<file path="src/hdl/pcg_pkg.sv">
// Purpose: shared constants for the clock generation and power mode block
// Assumes: one system clock at 125 MHz; clocks are modelled as enable pulses
// Notes: clock-out select and power mode codes are shared with the bench
package pcg_pkg;
  // ------------------------------------------------------------
  // timing
  // ------------------------------------------------------------
  localparam int CLK_PERIOD_NS = 8; // 125 MHz system clock
  localparam int REF_TIMEOUT_NS = 2000; // silent reference means lock lost
  // least wait, so round up
  localparam int REF_TIMEOUT_CYC = (REF_TIMEOUT_NS + CLK_PERIOD_NS - 1) / CLK_PERIOD_NS;
  localparam logic [7:0] LOCK_REFS = 8'h10; // reference edges to declare lock

  // ------------------------------------------------------------
  // clock-out fixed divisions (in source periods)
  // ------------------------------------------------------------
  localparam logic [1:0] OUT_DIV_CORE = 2'h2; // half of /4: toggle every 2 ticks
  localparam logic [1:0] OUT_DIV_SYS = 2'h1; // half of /2
  localparam logic [1:0] OUT_DIV_DRAM = 2'h1; // half of /2
  localparam logic [1:0] OUT_DIV_NONE = 2'h0; // pass the tick as is

  // ------------------------------------------------------------
  // divider indices and clock-out selection codes
  // ------------------------------------------------------------
  localparam int NCLK = 6;
  typedef enum logic [2:0] {
    PCG_SEL_CORE = 3'h0,
    PCG_SEL_SYS = 3'h1,
    PCG_SEL_PCLK_A = 3'h2,
    PCG_SEL_PCLK_B = 3'h3,
    PCG_SEL_DRAM = 3'h4,
    PCG_SEL_DIVIDED_OUTPUT_CLOCK = 3'h5,
    PCG_SEL_BUF = 3'h6
  } pcg_sel_t;

  // requested power mode
  typedef enum logic [1:0] {
    PCG_REQ_FULL = 2'h0,
    PCG_REQ_ACTIVE = 2'h1,
    PCG_REQ_SLEEP = 2'h2,
    PCG_REQ_HIB = 2'h3
  } pcg_req_t;

  // reset values of the settings
  localparam logic [7:0] RST_DIV = 8'h01;
  localparam logic [5:0] RST_MULT = 6'h01;
endpackage

</file>
<file path="src/hdl/pcg_top.sv">
// Purpose: clock generation unit with pll model, dividers, clock-out and power modes
// Assumes: reference_clock_in is slower than clk / (pll_mult + 2)
// Notes: every generated clock except clock_out_pin is a one-cycle enable pulse on clk
`timescale 1ns/1ps
module pcg_top #(
  parameter int DW = 8, // divisor width
  parameter int MW = 6 // multiplier width
) (
  // clock and reset (reset is the inverted hardware_reset_n)
  input wire logic clk,
  input wire logic reset,
  // pins
  input wire logic reference_clock_in,
  input wire logic wake_in,
  output logic clock_out_pin,
  output logic regulator_wake,
  // settings and control
  input wire logic cfg_write,
  input wire logic [MW-1:0] pll_mult,
  input wire logic [DW-1:0] core_div,
  input wire logic [DW-1:0] sys_div,
  input wire logic [DW-1:0] pclk_a_div,
  input wire logic [DW-1:0] pclk_b_div,
  input wire logic [DW-1:0] dram_div,
  input wire logic [DW-1:0] divided_output_clock_div,
  input wire logic [2:0] clkout_sel,
  input wire logic [1:0] mode_req,
  input wire logic fault_reset_en,
  // clock enables
  output logic pll_output_clock,
  output logic core_clk_en,
  output logic sys_clk_en,
  output logic peripheral_clock_a,
  output logic peripheral_clock_b,
  output logic dram_clock,
  output logic divided_output_clock,
  // status
  output logic cfg_pending,
  output logic pll_enabled,
  output logic pll_bypassed,
  output logic pll_locked,
  output logic dma_l1_allowed,
  output logic fault_reset_req,
  output logic [2:0] power_state
);

  // ------------------------------------------------------------
  // elaboration checks
  // ------------------------------------------------------------
  if (DW < 2 || MW < 1) begin : g_chk
    $error("pcg_top: divisor or multiplier width too small");
  end

  // ------------------------------------------------------------
  // types and declarations
  // ------------------------------------------------------------
  typedef enum logic [2:0] {ST_LOCK, ST_FULL, ST_ACTIVE, ST_UPDATE, ST_SLEEP, ST_HIB} pcg_st_t;

  pcg_st_t state_q; // power and update sequencer
  logic ref_s1_q, ref_s2_q, ref_s3_q; // reference synchroniser and edge stage
  logic wake_s1_q, wake_s2_q; // wake pin synchroniser
  logic ref_tick; // one pulse per reference rising edge
  logic [MW-1:0] burst_q; // pll pulses still owed for this reference period
  logic [MW-1:0] mult_q, pend_mult_q; // live and stored multiplier
  logic [DW-1:0] cur_div_q [pcg_pkg::NCLK]; // live divisors
  logic [DW-1:0] pend_div_q [pcg_pkg::NCLK]; // stored divisors
  logic [DW-1:0] in_div [pcg_pkg::NCLK]; // divisor inputs as array
  logic [DW-1:0] cnt_q [pcg_pkg::NCLK]; // divider counters
  logic [pcg_pkg::NCLK-1:0] tick_q; // divider outputs
  logic [2:0] sel_q, pend_sel_q; // live and stored clock-out select
  logic pend_q; // a stored setting waits
  logic apply; // settings taken over this cycle
  logic [7:0] lock_cnt_q; // reference edges seen since relock
  logic [15:0] silent_q; // cycles since last reference edge
  logic lock_lost; // pll lost its reference
  logic run; // clocks allowed to tick
  logic src_tick; // divider source: pll or reference
  logic pll_tick_q; // registered pll pulse
  logic [1:0] out_cnt_q; // clock-out divide counter
  logic [1:0] out_half; // ticks per clock-out toggle

  // ------------------------------------------------------------
  // helpers
  // ------------------------------------------------------------
  // divisor of zero behaves as one
  function automatic logic [DW-1:0] eff_div(input logic [DW-1:0] d);
    eff_div = (d == '0) ? DW'(1) : d;
  endfunction

  // half-period of the clock-out for each source
  function automatic logic [1:0] out_div(input logic [2:0] s);
    unique case (s)
      pcg_pkg::PCG_SEL_CORE: out_div = pcg_pkg::OUT_DIV_CORE;
      pcg_pkg::PCG_SEL_SYS: out_div = pcg_pkg::OUT_DIV_SYS;
      pcg_pkg::PCG_SEL_DRAM: out_div = pcg_pkg::OUT_DIV_DRAM;
      default: out_div = pcg_pkg::OUT_DIV_NONE;
    endcase
  endfunction

  assign in_div[0] = core_div;
  assign in_div[1] = sys_div;
  assign in_div[2] = pclk_a_div;
  assign in_div[3] = pclk_b_div;
  assign in_div[4] = dram_div;
  assign in_div[5] = divided_output_clock_div;

  // ------------------------------------------------------------
  // pin synchronisers
  // ------------------------------------------------------------
  // two flops before use; third flop only feeds edge detect
  always_ff @(posedge clk or posedge reset) begin
    if (reset) begin
      ref_s1_q <= 1'b0;
      ref_s2_q <= 1'b0;
      ref_s3_q <= 1'b0;
      wake_s1_q <= 1'b0;
      wake_s2_q <= 1'b0;
    end else begin
      ref_s1_q <= reference_clock_in;
      ref_s2_q <= ref_s1_q;
      ref_s3_q <= ref_s2_q;
      wake_s1_q <= wake_in;
      wake_s2_q <= wake_s1_q;
    end
  end

  assign ref_tick = ref_s2_q & ~ref_s3_q;

  // ------------------------------------------------------------
  // mode decode
  // ------------------------------------------------------------
  assign pll_enabled = (state_q != ST_SLEEP) && (state_q != ST_HIB);
  assign pll_bypassed = (state_q != ST_FULL);
  assign run = pll_enabled; // clocks stop in sleep and hibernate
  assign regulator_wake = (state_q != ST_HIB);
  assign dma_l1_allowed = (state_q == ST_FULL) || (state_q == ST_ACTIVE);
  assign power_state = state_q;
  assign apply = (state_q == ST_UPDATE) && ref_tick;
  assign cfg_pending = pend_q;
  assign pll_locked = (lock_cnt_q == pcg_pkg::LOCK_REFS);
  assign lock_lost = pll_locked && (silent_q == 16'(pcg_pkg::REF_TIMEOUT_CYC));

  // ------------------------------------------------------------
  // stored settings
  // ------------------------------------------------------------
  // a write only stores; a new write wins over the clear
  always_ff @(posedge clk or posedge reset) begin
    if (reset) begin
      pend_q <= 1'b0;
    end else begin
      pend_q <= cfg_write | (pend_q & ~apply);
    end
  end

  // stored copies of every setting
  always_ff @(posedge clk or posedge reset) begin
    if (reset) begin
      pend_mult_q <= pcg_pkg::RST_MULT;
      pend_sel_q <= pcg_pkg::PCG_SEL_BUF;
      for (int i = 0; i < pcg_pkg::NCLK; i++) begin
        pend_div_q[i] <= pcg_pkg::RST_DIV;
      end
    end else if (cfg_write) begin
      pend_mult_q <= pll_mult;
      pend_sel_q <= clkout_sel;
      for (int i = 0; i < pcg_pkg::NCLK; i++) begin
        pend_div_q[i] <= in_div[i];
      end
    end
  end

  // live settings: taken over only on a reference edge while bypassed
  always_ff @(posedge clk or posedge reset) begin
    if (reset) begin
      mult_q <= pcg_pkg::RST_MULT;
      sel_q <= pcg_pkg::PCG_SEL_BUF;
      for (int i = 0; i < pcg_pkg::NCLK; i++) begin
        cur_div_q[i] <= pcg_pkg::RST_DIV;
      end
    end else if (apply) begin
      mult_q <= pend_mult_q;
      sel_q <= pend_sel_q;
      for (int i = 0; i < pcg_pkg::NCLK; i++) begin
        cur_div_q[i] <= pend_div_q[i];
      end
    end
  end

  // ------------------------------------------------------------
  // power and update sequencer
  // ------------------------------------------------------------
  always_ff @(posedge clk or posedge reset) begin
    if (reset) begin
      state_q <= ST_LOCK; // lock first, then full-on
    end else begin
      unique case (state_q)
        ST_LOCK: begin
          if (pll_locked) begin
            state_q <= ST_FULL;
          end
        end
        ST_FULL, ST_ACTIVE: begin
          if (pend_q) begin
            state_q <= ST_UPDATE; // bypass while the pll retunes
          end else if (lock_lost) begin
            state_q <= ST_LOCK;
          end else if (mode_req == pcg_pkg::PCG_REQ_ACTIVE) begin
            state_q <= ST_ACTIVE;
          end else if (mode_req == pcg_pkg::PCG_REQ_SLEEP) begin
            state_q <= ST_SLEEP;
          end else if (mode_req == pcg_pkg::PCG_REQ_HIB) begin
            state_q <= ST_HIB;
          end else begin
            state_q <= ST_FULL;
          end
        end
        ST_UPDATE: begin
          if (apply) begin
            state_q <= ST_LOCK;
          end
        end
        ST_SLEEP: begin
          if (wake_s2_q) begin
            state_q <= ST_LOCK; // pll restarts from scratch
          end
        end
        ST_HIB: begin
          state_q <= ST_HIB; // only the hardware reset leaves
        end
      endcase
    end
  end

  // ------------------------------------------------------------
  // pll model
  // ------------------------------------------------------------
  // each reference edge owes mult pulses, one per clk cycle
  always_ff @(posedge clk or posedge reset) begin
    if (reset) begin
      burst_q <= '0;
      pll_tick_q <= 1'b0;
    end else begin
      pll_tick_q <= pll_enabled && (burst_q != '0);
      if (!pll_enabled) begin
        burst_q <= '0;
      end else if (ref_tick) begin
        burst_q <= mult_q;
      end else if (burst_q != '0) begin
        burst_q <= burst_q - MW'(1);
      end
    end
  end

  assign pll_output_clock = pll_tick_q;

  // lock: count reference edges; restart on retune or disable
  always_ff @(posedge clk or posedge reset) begin
    if (reset) begin
      lock_cnt_q <= '0;
    end else if (!pll_enabled || apply || lock_lost) begin
      lock_cnt_q <= '0;
    end else if (ref_tick && !pll_locked) begin
      lock_cnt_q <= lock_cnt_q + 8'h01;
    end
  end

  // silence watchdog on the reference
  always_ff @(posedge clk or posedge reset) begin
    if (reset) begin
      silent_q <= '0;
    end else if (ref_tick || !pll_enabled) begin
      silent_q <= '0;
    end else if (silent_q != 16'(pcg_pkg::REF_TIMEOUT_CYC)) begin
      silent_q <= silent_q + 16'h0001;
    end
  end

  // fault: lock lost may request a hardware reset
  always_ff @(posedge clk or posedge reset) begin
    if (reset) begin
      fault_reset_req <= 1'b0;
    end else begin
      fault_reset_req <= lock_lost && fault_reset_en;
    end
  end

  // ------------------------------------------------------------
  // dividers
  // ------------------------------------------------------------
  // source is the reference while bypassed, else the pll
  assign src_tick = pll_bypassed ? ref_tick : pll_tick_q;

  // counters restart together on apply so no short pulse appears
  always_ff @(posedge clk or posedge reset) begin
    if (reset) begin
      tick_q <= '0;
      for (int i = 0; i < pcg_pkg::NCLK; i++) begin
        cnt_q[i] <= '0;
      end
    end else begin
      for (int i = 0; i < pcg_pkg::NCLK; i++) begin
        tick_q[i] <= 1'b0;
        if (!run || apply) begin
          cnt_q[i] <= '0;
        end else if (src_tick) begin
          if (cnt_q[i] >= eff_div(cur_div_q[i]) - DW'(1)) begin
            cnt_q[i] <= '0;
            tick_q[i] <= 1'b1;
          end else begin
            cnt_q[i] <= cnt_q[i] + DW'(1);
          end
        end
      end
    end
  end

  assign core_clk_en = tick_q[0];
  assign sys_clk_en = tick_q[1];
  assign peripheral_clock_a = tick_q[2];
  assign peripheral_clock_b = tick_q[3];
  assign dram_clock = tick_q[4];
  assign divided_output_clock = tick_q[5];

  // ------------------------------------------------------------
  // clock-out pin
  // ------------------------------------------------------------
  assign out_half = out_div(sel_q);

  // buffered reference, passed tick, or toggle per half period
  always_ff @(posedge clk or posedge reset) begin
    if (reset) begin
      clock_out_pin <= 1'b0;
      out_cnt_q <= '0;
    end else if (sel_q == pcg_pkg::PCG_SEL_BUF) begin
      clock_out_pin <= ref_s2_q;
      out_cnt_q <= '0;
    end else if (sel_q > pcg_pkg::PCG_SEL_BUF) begin
      clock_out_pin <= 1'b0; // unused code parks low
      out_cnt_q <= '0;
    end else if (out_half == pcg_pkg::OUT_DIV_NONE) begin
      clock_out_pin <= tick_q[sel_q];
    end else if (tick_q[sel_q]) begin
      if (out_cnt_q >= out_half - 2'h1) begin
        out_cnt_q <= '0;
        clock_out_pin <= ~clock_out_pin;
      end else begin
        out_cnt_q <= out_cnt_q + 2'h1;
      end
    end
  end
endmodule

</file>
<file path="config.mk">
export PLATFORM = sky130hd
export DESIGN_NAME = pcg_top
export DESIGN_NICKNAME = d
export VERILOG_FILES = /design/src/hdl/pcg_pkg.sv /design/src/hdl/pcg_top.sv
export SDC_FILE = /design/constraint.sdc
export NUM_CORES = 1
export LEC_CHECK = 0
export ABC_CLOCK_PERIOD_IN_PS = 6320
export BUFFER_PORTS_ARGS = -buffer_cell sky130_fd_sc_hd__buf_2
export CAP_MARGIN = 20
export CORE_ASPECT_RATIO = 1.2
export CORE_MARGIN = 2
export CORE_UTILIZATION = 55
export CTS_CLUSTER_SIZE = 12
export DETAILED_ROUTE_END_ITERATION = 7
export HOLD_SLACK_MARGIN = 0.05
export PLACE_DENSITY = 0.77
export SLEW_MARGIN = 30
export SYNTH_ARGS = -nofsm -noshare
export SYNTH_HDL_FRONTEND = slang
export SYNTH_SLANG_ARGS = --single-unit
export TNS_END_PERCENT = 20
</file>
<file path="constraint.sdc">
create_clock -name clk -period 6.32 [get_ports clk]
set_input_delay 0.632 -clock clk [delete_from_list [all_inputs] [get_ports clk]]
set_output_delay 0.632 -clock clk [all_outputs]
set_load 0.1 [all_outputs]
</file>
* Word level (Yosys, flattened, before mapping) *
Index checks and enable logic that the tools add are counted.
W data, S select, Z words.

operators by class
  add/sub/neg operators = 17
  equality and inequality tests = 22
  $lt $le $gt $ge = 9
  bitwise operators = 6
  mux-type cells = 72
  reduce and logical (&&, ||, !) cells = 33

operators with widths
  operator                 count
  $mux W8                  26
  $add A8 B1 Y8 const B    7
  $ge A8 B8 Y1             6
  $logic_not A8 Y1         6
  $sub A8 B1 Y8 const B    6
  $mux W16                 2
  $mux W1                  25
  $mux W3                  8
  $mux W6                  3
  $add A16 B1 Y16 const B  1
  $eq A16 B8 Y1 const B    1
  $ne A16 B8 Y1 const B    1
  $pmux W3 S5              1
  $eq A3 B3 Y1 const B     4
  $mux W2                  5
  $ne A3 B3 Y1 const B     3
  $eq A8 B5 Y1 const B     1
  $reduce_bool A4 Y1       2
  $eq A3 B1 Y1 const B     2
  $eq A3 B2 Y1 const B     2
  $logic_and A1 B1 Y1      6
  $logic_not A3 Y1         2
  $ne A2 B2 Y1 const B     3
  $ne A3 B1 Y1 const B     2
  other kinds (22)         34

word-level totals
  logic and storage cells = 196
  output and inout bits = 18
  input port bits = 65
  flip-flop bits (word level) = 212

* Longest topological paths before layout *
Gate-level depths: netlist of run 1.

  word-level depth = 10
  gate-level depth with buffers = 14

* Worst setup path after synthesis of run 1 *
No wires, ideal clock.

  path type = reg-to-reg
  start = reg lock_cnt_q[0]
  end = reg lock_cnt_q[0]
  path slack = 1.417 ns
  data required time = 6.189 ns
  cell stages (with the launch flop) = 8
  clock period less this slack = 4.903 ns
  arrival = 4.773 ns
  path through = dfrtp_1 > inv_1 > ha_1 > nand4bb_1 > nor4_1 > nand2_1 > nand2_1 > nor2_1

between the ends
  longest elaborated chain between the ends = 4
  elaborated cells on any way between the ends = 9

ends and longest elaborated chain
  element                                                           RTL line                        RTL
  start, declared                                                   pcg_top.sv:73                   logic [7:0] lock_cnt_q;
  start signal, assigned                                            pcg_top.sv:263                  lock_cnt_q <= lock_cnt_q + 8'h01;
  $eq A8 B5 Y1 (*)                                                  pcg_top.sv:140                  assign pll_locked = (lock_cnt_q == pcg_pkg::LOCK_REFS);
  net pll_locked                                                    pcg_top.sv:41                   output logic pll_locked,
  $logic_and A1 B1 Y1 / $logic_not A1 Y1 (equally long branches)    pcg_top.sv:141, pcg_top.sv:262
  $logic_or A1 B1 Y1 / $logic_and A1 B1 Y1 (equally long branches)  pcg_top.sv:260, pcg_top.sv:262
  $mux W8 / $reduce_bool A2 Y1 (equally long branches)              n/a

The timed path passes the listed nets; every way through them passes the cells marked *. The select of a mux whose other input is x is not followed.
A chain may end at the register's enable or synchronous reset.

* Worst setup path after layout of run 1 *
  start = reg cur_div_q[34] (netlist name)
  end = reg cnt_q[39] (netlist name)

between the ends
  longest elaborated chain between the ends = 7

ends and longest elaborated chain
  element                          RTL line        RTL
  start, declared                  pcg_top.sv:65   logic [DW-1:0] cur_div_q [pcg_pkg::NCLK];
  start signal, assigned by index  pcg_top.sv:178  cur_div_q[i] <= pcg_pkg::RST_DIV;
  start signal, assigned by index  pcg_top.sv:184  cur_div_q[i] <= pend_div_q[i];
  $logic_not A8 Y1                 pcg_top.sv:87   eff_div = (d == '0) ? DW'(1) : d;
  $mux W8 (*)                      pcg_top.sv:87
  $sub A8 B1 Y8 (*)                pcg_top.sv:306  if (cnt_q[i] >= eff_div(cur_div_q[i]) - DW'(1)) begin
  $ge A8 B8 Y1 (*)                 pcg_top.sv:306
  $mux W8 (*)                      pcg_top.sv:306
  $mux W8 (*)                      pcg_top.sv:305  end else if (src_tick) begin
  $mux W8 (*)                      pcg_top.sv:303  if (!run || apply) begin
  end signal, assigned by index    pcg_top.sv:310  cnt_q[i] <= cnt_q[i] + DW'(1);
  end, declared                    pcg_top.sv:68   logic [DW-1:0] cnt_q [pcg_pkg::NCLK];

Every way passes the cells marked *; elsewhere a longest branch is shown, timed or not. The select of a mux whose other input is x is not followed.

==> results of run 1 <==
-- registers in the layout, indices dropped and copies added, names as in the netlist, 2 cells and up --
register     count
out_cnt_q        2
cur_div_q       48
pend_mult_q      6
lock_cnt_q       8
cnt_q           48
burst_q          6
mult_q           6
pend_div_q      48
power_state      3
silent_q        16
tick_q           6
sel_q            3
pend_sel_q       3
-- stage by stage --
| stage | hold slack, ns | std cells | worst slack [ns] |
|---|---|---|---|
| 2_1_floorplan | 0.331 | 1009 | 1.42 |
| 3_3_place_gp | 0.338 | 1330 | 2.91 |
| 3_5_place_dp | 0.338 | 1330 | 2.72 |
| 4_1_cts | 0.225 | 1370 | 2.71 |
| 5_1_grt | 0.121 | 1372 | 2.28 |
| 6_report | 0.104 | 1372 | 2.67 |
-- cell type report --
class	count	area share, %
sequential	212	42.9
clock buffer	36	5.35
inverter	35	1.09
tap	261	2.63
multi-input combinational	732	43.2
clock inverter	4	0.564
timing repair buffer	92	4.27
-- worst max-delay path, delay by kind of cell (launching register included) --
| kind | cells | cell delay [ns] |
|---|---|---|
| flops | 1 | 0.42 |
| fa+ha+maj | 2 | 0.53 |
| compound gates | 6 | 1.66 |
| xor+xnor | 1 | 0.14 |
| simple gates | 2 | 0.83 |
-- power breakdown --
part           internal [mW]  switching, mW
sequential              1.78          0.446
combinational           1.03           1.41
clock                  0.799          0.519
-- final timing paths --
| kind | endpoint | from | slack (ns) |
|---|---|---|---|
| setup / recovery | cnt_q[39] | cur_div_q[34] | 2.67 |
| hold / removal | pend_div_q[11] | reset | 0.10 |
| setup reg to reg | cnt_q[39] | cur_div_q[34] | 2.67 |
| hold reg to reg | wake_s2_q | wake_s1_q | 0.35 |
| max in group asynchronous | pend_sel_q[1] | reset | 5.02 |
| min in group clk | ref_s1_q | reference_clock_in | 0.24 |
-- cells by family after synthesis --
group / after synthesis / share of synthesized area [%]
buffers and inverters: 65 / 2.42
AND/OR/NAND/NOR: 337 / 15.4
AO/OA/AOI/OAI: 144 / 8.25
flip-flops: 212 / 48.7
multiplexers: 120 / 12.3
XOR/XNOR: 59 / 4.72
adder cells (fa/ha/maj): 72 / 8.23
-- layout by cell type (no fill, tap or decap), types with 8 or more instances in the layout --
master,count
mux2_2,110
o31ai_1,8
mux2i_1,9
xor2_1,25
nor4_1,9
o21ai_0,42
ha_1,72
nand2_1,84
nand4_1,21
nor2_1,79
or4_1,17
nand3_1,49
buf_2,82
a21oi_1,43
nor3_1,21
dfrtp_1,194
clkbuf_1,9
a211oi_1,13
or3_1,11
inv_1,33
clkbuf_16,23
xnor2_1,34
nor2b_1,12
dfstp_2,18
-- routing by layer --
| layer | up-vias | part of all wire (%) | wire length, um | track usage [%] |
|---|---|---|---|---|
| met5 | - | 0 | 0 | 0 |
| met4 | 0 | 2.1 | 435 | 6.40 |
| met3 | 29 | 3.7 | 781 | 2.32 |
| met2 | 131 | 50 | 10500 | 37.4 |
| met1 | 3798 | 44 | 9250 | 26.2 |
| li1 | 3807 | - | - | - |
==> run summary, run 1 <==
Non-Filler Cell Area, Final: 12400 um2
antenna violations before repair: 0
clock-pin slew on the worst setup and hold paths: 0.06 ns
Slew Limit Fails: 0
gr usage total: 20.7%
startpoint class of the critical path: register
die area: 21100 um2
Fillers: 1568
Tcrit/Tclk final: 57.8%
Core Box Area: 19500 um2
Seq/Total Area, Yosys: 48.7%
reg2reg path depth: 11
status: finished clean
Synth area leaders: dfrtp_1 44%, mux2_2 11%, ha_1 8.2%
Post-synth EDFFs: 0
number of hold buffers added after CTS: 0
Yosys cell types: 62
Final Hold Fails: 0
Critical Path Max Stage Delay: 0.69 ns
share of async-settable or async-resettable flops after synthesis: 100%
CP Data Required Time: 6.75 ns
Sink Count: 212
top cells by count, synth: 194 x dfrtp_1, 110 x mux2_2, 84 x nand2_1
Antenna Nets Post-Route: 0
Clock Path Buffers: 3
Die Ht: 159 um
#FFs+latches synth: 212
VDD IR-drop max: 306 uV
crit path time final: 3.65 ns
synthesized area: 10900 um2
Setup TNS Final: 0 ns
Starting Density: 56.0%
CP cell instances: or4_1, nor3_1, a21oi_1, ha_1, xnor2_1, ha_1, a211oi_1, o21ai_0, a41oi_1, o21ai_0, a21oi_1
Post-route DRC: 0
H-tree lvl count: 1
Die Wd: 133 um
post-synth top area share: 44.4%
initial DRC count: 491
Worst setup EP type: register
Syn. warnings: 0
leakage: 5.45 nW
Max Freq: 274 MHz
area of the multi-input gates: 5360 um2
Area after DPL: 11600 um2
overall power: 5.99 mW
largest net degree at the start of global routing: 171
Hold Crit Class: primary input to asynchronous set/reset pin
Worst Clk Skew: 0.0136 ns
RSZ-0062 raised after global routing: no
share of layout cells above drive strength 1: 23.9%
TritonCTS clock tree: yes
# setup viols final: 0
Rows: 56
postcts setup bufs: 0
fin util: 63.5%
Post-Route WL: 21000 um
drt first pass iters: 4
nets: 1233
post-DP HPWL: 14100 um
Top FF cell, synth: dfrtp_1
vias per cell: 5.66
vias in the first global route: 7856
PwrDens: 482 nW/um2
CP arrival: 4.08 ns
kind of critical path: register to register
Root Driver: clkbuf_16
Synth Instances: 1009
FF/Latch Area: 5330 um2
Worst path slowest cell: a41oi_1
WL/cell: 15.3 um
Worst-Skew Late Latency: 0.50 ns
Num CTS Buffers: 23
# resized after CTS: 0
RePlAce Congestion: 0.806
most common cell in the synthesized netlist: dfrtp_1
routed vias: 7765
Inserted Diodes: 0
CP max FO: 10
first-pass GRT wire length: 36400 um
Slew Limit Headroom: 39.3%
IO Count: 83
max_cap viols: 0
post-synthesis area per instance: 10.8 um2
port bufs: 82
grt ovf: 0
area delta synth->final: 13.4%
Synth area leader: dfrtp_1
Worst-Margin Slew: 0.909 ns
post-synth net total: 1146
No activity file was read; power rests on OpenSTA's default activity.
==> run 2: changes to the inputs <==
--- a/config.mk
+++ b/config.mk
@@ -5,16 +5,16 @@
 export SDC_FILE = /design/constraint.sdc
 export NUM_CORES = 1
 export LEC_CHECK = 0
-export ABC_CLOCK_PERIOD_IN_PS = 6320
+export ABC_CLOCK_PERIOD_IN_PS = 3700
 export BUFFER_PORTS_ARGS = -buffer_cell sky130_fd_sc_hd__buf_2
 export CAP_MARGIN = 20
 export CORE_ASPECT_RATIO = 1.2
 export CORE_MARGIN = 2
-export CORE_UTILIZATION = 55
+export CORE_UTILIZATION = 60
 export CTS_CLUSTER_SIZE = 12
 export DETAILED_ROUTE_END_ITERATION = 7
 export HOLD_SLACK_MARGIN = 0.05
-export PLACE_DENSITY = 0.77
+export PLACE_DENSITY = 0.8
 export SLEW_MARGIN = 30
 export SYNTH_ARGS = -nofsm -noshare
 export SYNTH_HDL_FRONTEND = slang
==> constraint.sdc (replaced) <==
create_clock -name clk -period 3.7 [get_ports clk]
set_input_delay 0.37 -clock clk [delete_from_list [all_inputs] [get_ports clk]]
set_output_delay 0.37 -clock clk [all_outputs]
set_load 0.1 [all_outputs]
==> run summary, run 2 (same netlist as run 1, synthesis figures left out) <==
Tcrit/Tclk final: 87.1% (+29 points)
vias in the first global route: 7984 (+1.6%)
Antenna Nets Post-Route: 0 (unchanged)
kind of critical path: register to register
# resized after CTS: 0 (unchanged)
Fillers: 1367 (-13%)
port bufs: 82 (unchanged)
Slew Limit Headroom: 51.0% (+12 points)
area of the multi-input gates: 5370 um2 (about the same)
die area: 19300 um2 (-8.1%)
clock-pin slew on the worst setup and hold paths: 0.06 ns (about the same)
met1 Use GR: 28.7% (+2.5 points)
grt ovf: 0 (unchanged)
max_cap viols: 0 (unchanged)
Num CTS Buffers: 23 (unchanged)
Max Freq: 310 MHz (+13%)
met2 usage: 38.6% (+1.2 points)
Post-Route WL: 20700 um (-1.4%)
largest net degree at the start of global routing: 77 (-55%)
Die Ht: 152 um (-4.2%)
Setup TNS Final: 0 ns (unchanged)
P_sw: 4.09 mW (+72%)
most frequent cells in the layout: 194 x dfrtp_1, 110 x mux2_2, 84 x nand2_1
leakage: 5.48 nW (+0.48%)
dpl ws: 0.515 ns (-2.20 ns)
non-filler cells, final: 1347 (-1.8%)
FF/Latch Area: 5330 um2 (unchanged)
Slew Limit Fails: 0 (unchanged)
Non-Filler Cell Area, Final: 12400 um2 (about the same)
GRT busiest layer: met2
Critical Path Max Stage Delay: 0.59 ns (-0.10 ns)
final hold slack: 0.0884 ns (-0.0155 ns)
placed cells: 1304 (-2.0%)
TritonCTS clock tree: yes
gr usage total: 22.1% (+1.4 points)
clock share of power: 20.6% (-1.4 points)
Sink Count: 212 (unchanged)
Pint: 6.12 mW (+69%)
vias per cell: 5.85 (+3.3%)
Worst path slowest cell: or4_1
Final Hold Fails: 0 (unchanged)
Sw Ratio: 40.1% (+0.40 points)
first-pass GRT wire length: 36200 um (-0.64%)
Starting Density: 60.7% (+4.7 points)
final worst slack: 0.477 ns (-2.19 ns)
crit path time final: 3.22 ns (-0.431 ns)
area delta synth->final: 13.4% (about the same)
initial DRC count: 499 (+1.6%)
CP max FO: 10 (unchanged)
Inserted Diodes: 0 (unchanged)
post-DP HPWL: 14200 um (+1.1%)
IO Count: 83 (unchanged)
WL/cell: 15.3 um (+0.39%)
# setup viols final: 0 (unchanged)
CP arrival: 3.65 ns (-0.43 ns)
status: finished clean
CP Data Required Time: 4.12 ns (-2.63 ns)
M3 GR Usage: 2.99% (+0.67 points)
PwrDens: 822 nW/um2 (+71%)
share of layout cells above drive strength 1: 24.4% (+0.46 points)
Worst Clk Skew: 0.0179 ns (+0.00424 ns)
commonest non-fill, non-tap cell in the layout: dfrtp_1
routed vias: 7876 (+1.4%)
Largest regs: cnt_q (48), cur_div_q (48), pend_div_q (48)
Core Box Area: 18000 um2 (-7.7%)
Hold Crit Class: primary input to register
Root Driver: clkbuf_16
RSZ-0062 raised after global routing: no
drt first pass iters: 4 (unchanged)
antenna violations before repair: 0 (unchanged)
CP cell instances: or4_1, nor3_1, a21oi_1, ha_1, xnor2_1, ha_1, a211oi_1, o21ai_0, a41oi_1, buf_4, o21ai_0, a21oi_1
Worst-Skew Late Latency: 0.51 ns (about the same)
VDD IR-drop max: 460 uV (+50%)
Gate power share: 42.0% (+1.3 points)
startpoint class of the critical path: register
Die Wd: 127 um (-4.1%)
Rows: 54 (-3.6%)
Worst setup EP type: register
nets: 1245 (+0.97%)
Post-route DRC: 0 (unchanged)
Worst-Margin Slew: 0.735 ns (-0.174 ns)
Area after DPL: 11700 um2 (+0.53%)
Clock Path Buffers: 3 (unchanged)
H-tree lvl count: 1 (unchanged)
RePlAce Congestion: 0.880 (+9.3%)
Flop pwr share: 37.3% (about the same)
## run 2: area by class of cell
cell class	instances	share of cell area (%)
timing repair buffer	104	5.00
sequential	212	42.9
clock inverter	4	0.222
inverter	35	1.09
tap	224	2.26
clock buffer	36	5.27
multi-input combinational	732	43.2
## run 2: per-stage QoR
step                      util (%)  total power [mW]
after floorplan                  -              7.05
after CTS                     68.8              10.3
after detailed placement      64.8              8.12
final                         68.8              10.2
after global placement        64.8              7.91
after global routing          68.8              11.0
## run 2: power groups by stage
stage	sequential (mW)	clock [mW]	combinational, mW
floorplan	3.90	0	3.15
global placement	3.80	0	4.10
detailed placement	3.84	0	4.28
CTS	3.81	2.15	4.33
global route	3.92	2.24	4.89
finish	3.81	2.11	4.29
## run 2: repair_timing
action | 4_1_cts | 5_1_grt
buffers inserted | 0 | 0
hold endpoints to repair | 16 | 0
hold buffers | 3 | 0
## run 2: worst paths after layout
path	slack (ns)	depth (start not counted)	from	to
worst max-delay path	0.48	12	cur_div_q[34]	cnt_q[39]
worst min-delay path	0.09	2	divided_output_clock_div[5]	pend_div_q[5]
worst max register to register	0.48	12	cur_div_q[34]	cnt_q[39]
worst min register to register	0.36	0	wake_s1_q	wake_s2_q
max in group asynchronous	2.48	4	reset	pend_sel_q[1]
min in group asynchronous	0.45	3	reset	pend_div_q[10]
## run 2: layer usage
metal	wire [um]	vias to the layer above
met5	0	-
met4	357	0
met3	858	29
met2	10300	143
met1	9120	3871
li1	-	3833
## run 2: critical path: cells and delay by family, from the launching register on
family,cells,cell delay [ns]
DFF,1,0.42
AOI/OAI and AO/OA,6,1.00
adders and majority gates,2,0.54
xor gates and xnor gates,1,0.14
buffers and inverters,1,0.19
and+or+nand+nor,2,0.85
==> run 3: changes to the inputs <==
--- a/config.mk
+++ b/config.mk
@@ -5,7 +5,7 @@
 export SDC_FILE = /design/constraint.sdc
 export NUM_CORES = 1
 export LEC_CHECK = 0
-export ABC_CLOCK_PERIOD_IN_PS = 3700
+export ABC_CLOCK_PERIOD_IN_PS = 3900
 export BUFFER_PORTS_ARGS = -buffer_cell sky130_fd_sc_hd__buf_2
 export CAP_MARGIN = 20
 export CORE_ASPECT_RATIO = 1.2
@@ -13,6 +13,7 @@
 export CORE_UTILIZATION = 60
 export CTS_CLUSTER_SIZE = 12
 export DETAILED_ROUTE_END_ITERATION = 7
+export GPL_TIMING_DRIVEN = 0
 export HOLD_SLACK_MARGIN = 0.05
 export PLACE_DENSITY = 0.8
 export SLEW_MARGIN = 30
==> constraint.sdc (replaced) <==
create_clock -name clk -period 3.9 [get_ports clk]
set_input_delay 0.39 -clock clk [delete_from_list [all_inputs] [get_ports clk]]
set_output_delay 0.39 -clock clk [all_outputs]
set_load 0.1 [all_outputs]
==> run summary, run 3 (same netlist as run 1, synthesis figures left out) <==
post-DP HPWL: 16200 um (+14%)
area delta synth->final: 15.2%
crit path time final: 3.57 ns (+0.352 ns)
drt first pass iters: 5 (+1)
Post-route DRC: 0 (unchanged)
vias per cell: 5.97 (+2.1%)
status: finished clean
R2R setup slack: 0.33 ns (-0.15 ns)
routed vias: 8149 (+3.5%)
hold worst-path end: pend_div_q[38]
first-pass GRT wire length: 39100 um (+7.9%)
kind of critical path: register to register
leakage: 5.56 nW (+1.5%)
max_cap viols: 0 (unchanged)
nets: 1263 (+1.4%)
Num CTS Buffers: 23 (unchanged)
Max Freq: 280 MHz (-9.9%)
die area: 19300 um2 (unchanged)
H-tree lvl count: 1 (unchanged)
Non-Filler Cell Area, Final: 12600 um2 (+1.6%)
grt ovf: 0 (unchanged)
# setup viols final: 0 (unchanged)
IO Count: 83 (unchanged)
Worst-Margin Slew: 1.02 ns (+0.283 ns)
Tcrit/Tclk final: 91.7% (+4.6 points)
Worst Clk Skew: 0.0160 ns (-0.00192 ns)
VDD IR-drop max: 428 uV (-6.9%)
WL/cell: 16.9 um (+10%)
Worst-Skew Late Latency: 0.51 ns (about the same)
Clock Path Buffers: 3 (unchanged)
non-filler cells, final: 1365 (+1.3%)
Sink Count: 212 (unchanged)
CP Data Required Time: 4.33 ns (+0.21 ns)
largest net degree at the start of global routing: 31 (-60%)
Setup TNS Final: 0 ns (unchanged)
commonest non-fill, non-tap cell in the layout: dfrtp_1
Core Box Area: 18000 um2 (unchanged)
Worst setup EP type: register
antenna violations before repair: 0 (unchanged)
Root Driver: clkbuf_16
clock-pin slew on the worst setup and hold paths: 0.07 ns (about the same)
most frequent cells in the layout: 194 x dfrtp_1, 110 x mux2_2, 89 x buf_2
share of layout cells above drive strength 1: 24.4% (-0.034 points)
vias in the first global route: 8137 (+1.9%)
initial DRC count: 513 (+2.8%)
Fillers: 1304 (-4.6%)
Worst R2R End: cnt_q[39]
Area after DPL: 11800 um2 (+1.1%)
reg2reg path depth: 11 (-1)
placed cells: 1322 (+1.4%)
Hold Crit Class: primary input to register
CP max FO: 10 (unchanged)
Antenna Nets Post-Route: 0 (unchanged)
RePlAce Congestion: 0.873 (-0.81%)
PwrDens: 786 nW/um2 (-4.4%)
Slew Limit Headroom: 32.1% (-19 points)
worst r2r src: cur_div_q[34]
CP arrival: 4.00 ns (+0.35 ns)
gr usage total: 24.3% (+2.2 points)
Largest regs: cnt_q (48), cur_div_q (48), pend_div_q (48)
startpoint class of the critical path: register
TritonCTS clock tree: yes
Rows: 54 (unchanged)
RSZ-0062 raised after global routing: no
Slew Limit Fails: 0 (unchanged)
WHS Path Cells: 2 (unchanged)
Die Ht: 152 um (unchanged)
Die Wd: 127 um (unchanged)
port bufs: 81 (-1.2%)
Post-Route WL: 23100 um (+12%)
Final Hold Fails: 0 (unchanged)
Starting Density: 60.7% (unchanged)
Inserted Diodes: 0 (unchanged)
overall power: 9.91 mW (-2.9%)
Worst Hold Launch: sys_div[6]
-- run 3: per-layer routing --
metal  GRT usage [%]  wire (um)
met5               0          0
met2            42.1      11800
met4            7.12        570
met1            31.9       9660
met3            2.99       1070
-- run 3: stage by stage --
stage	setup WS [ns]	hold WS, ns	util [%]
finish	0.325	0.106	69.9
global route	0.0291	0.112	69.9
floorplan	-1.00	0.331	-
CTS	0.0857	0.0986	69.8
global placement	-0.440	0.334	64.5
detailed placement	0.105	0.346	65.5
-- run 3: worst max-delay path, stage by stage (launching register included) --
cell and delay (ns):
dfrtp_1 0.43, or4_1 0.58, nor3_1 0.23, a21oi_1 0.14
ha_1 0.23, xnor2_1 0.14, ha_1 0.29, a211oi_1 0.23
o21ai_0 0.15, a41oi_2 0.53, o21ai_0 0.30, a21oi_1 0.24
-- run 3: area by class of cell --
cell class                      instances  area, um2  area share [%]
Multi-Input combinational cell        732       5380            42.6
Sequential cell                       212       5330            42.2
Clock buffer                           37        698            5.54
Timing Repair Buffer                   92        618            4.90
Tap cell                              224        280            2.22
Inverter                               35        135            1.07
Buffer                                 30        134            1.06
Clock inverter                          3       40.0           0.317
-- run 3: timing repair --
action,CTS,global route
setup endpoints to repair,0,11
gates resized for setup,0,3
buffers inserted,0,0
hold endpoints to repair,18,0
hold buffers,3,0
-- run 3: worst max-delay path by stage --
stage	start	to
floorplan	lock_cnt_q[0]	lock_cnt_q[0]
global placement	reset	cur_div_q[46]
detailed placement	cur_div_q[11]	cnt_q[15]
CTS	cur_div_q[11]	cnt_q[15]
global route	cur_div_q[43]	cnt_q[44]
finish	cur_div_q[34]	cnt_q[39]
-- run 3: where the power goes --
part           leakage, nW  total [mW]  switching (mW)  internal (mW)
Sequential            2.57        3.60           0.710           2.89
Clock                0.364        2.14           0.854           1.28
Combinational         2.62        4.18            2.45           1.73
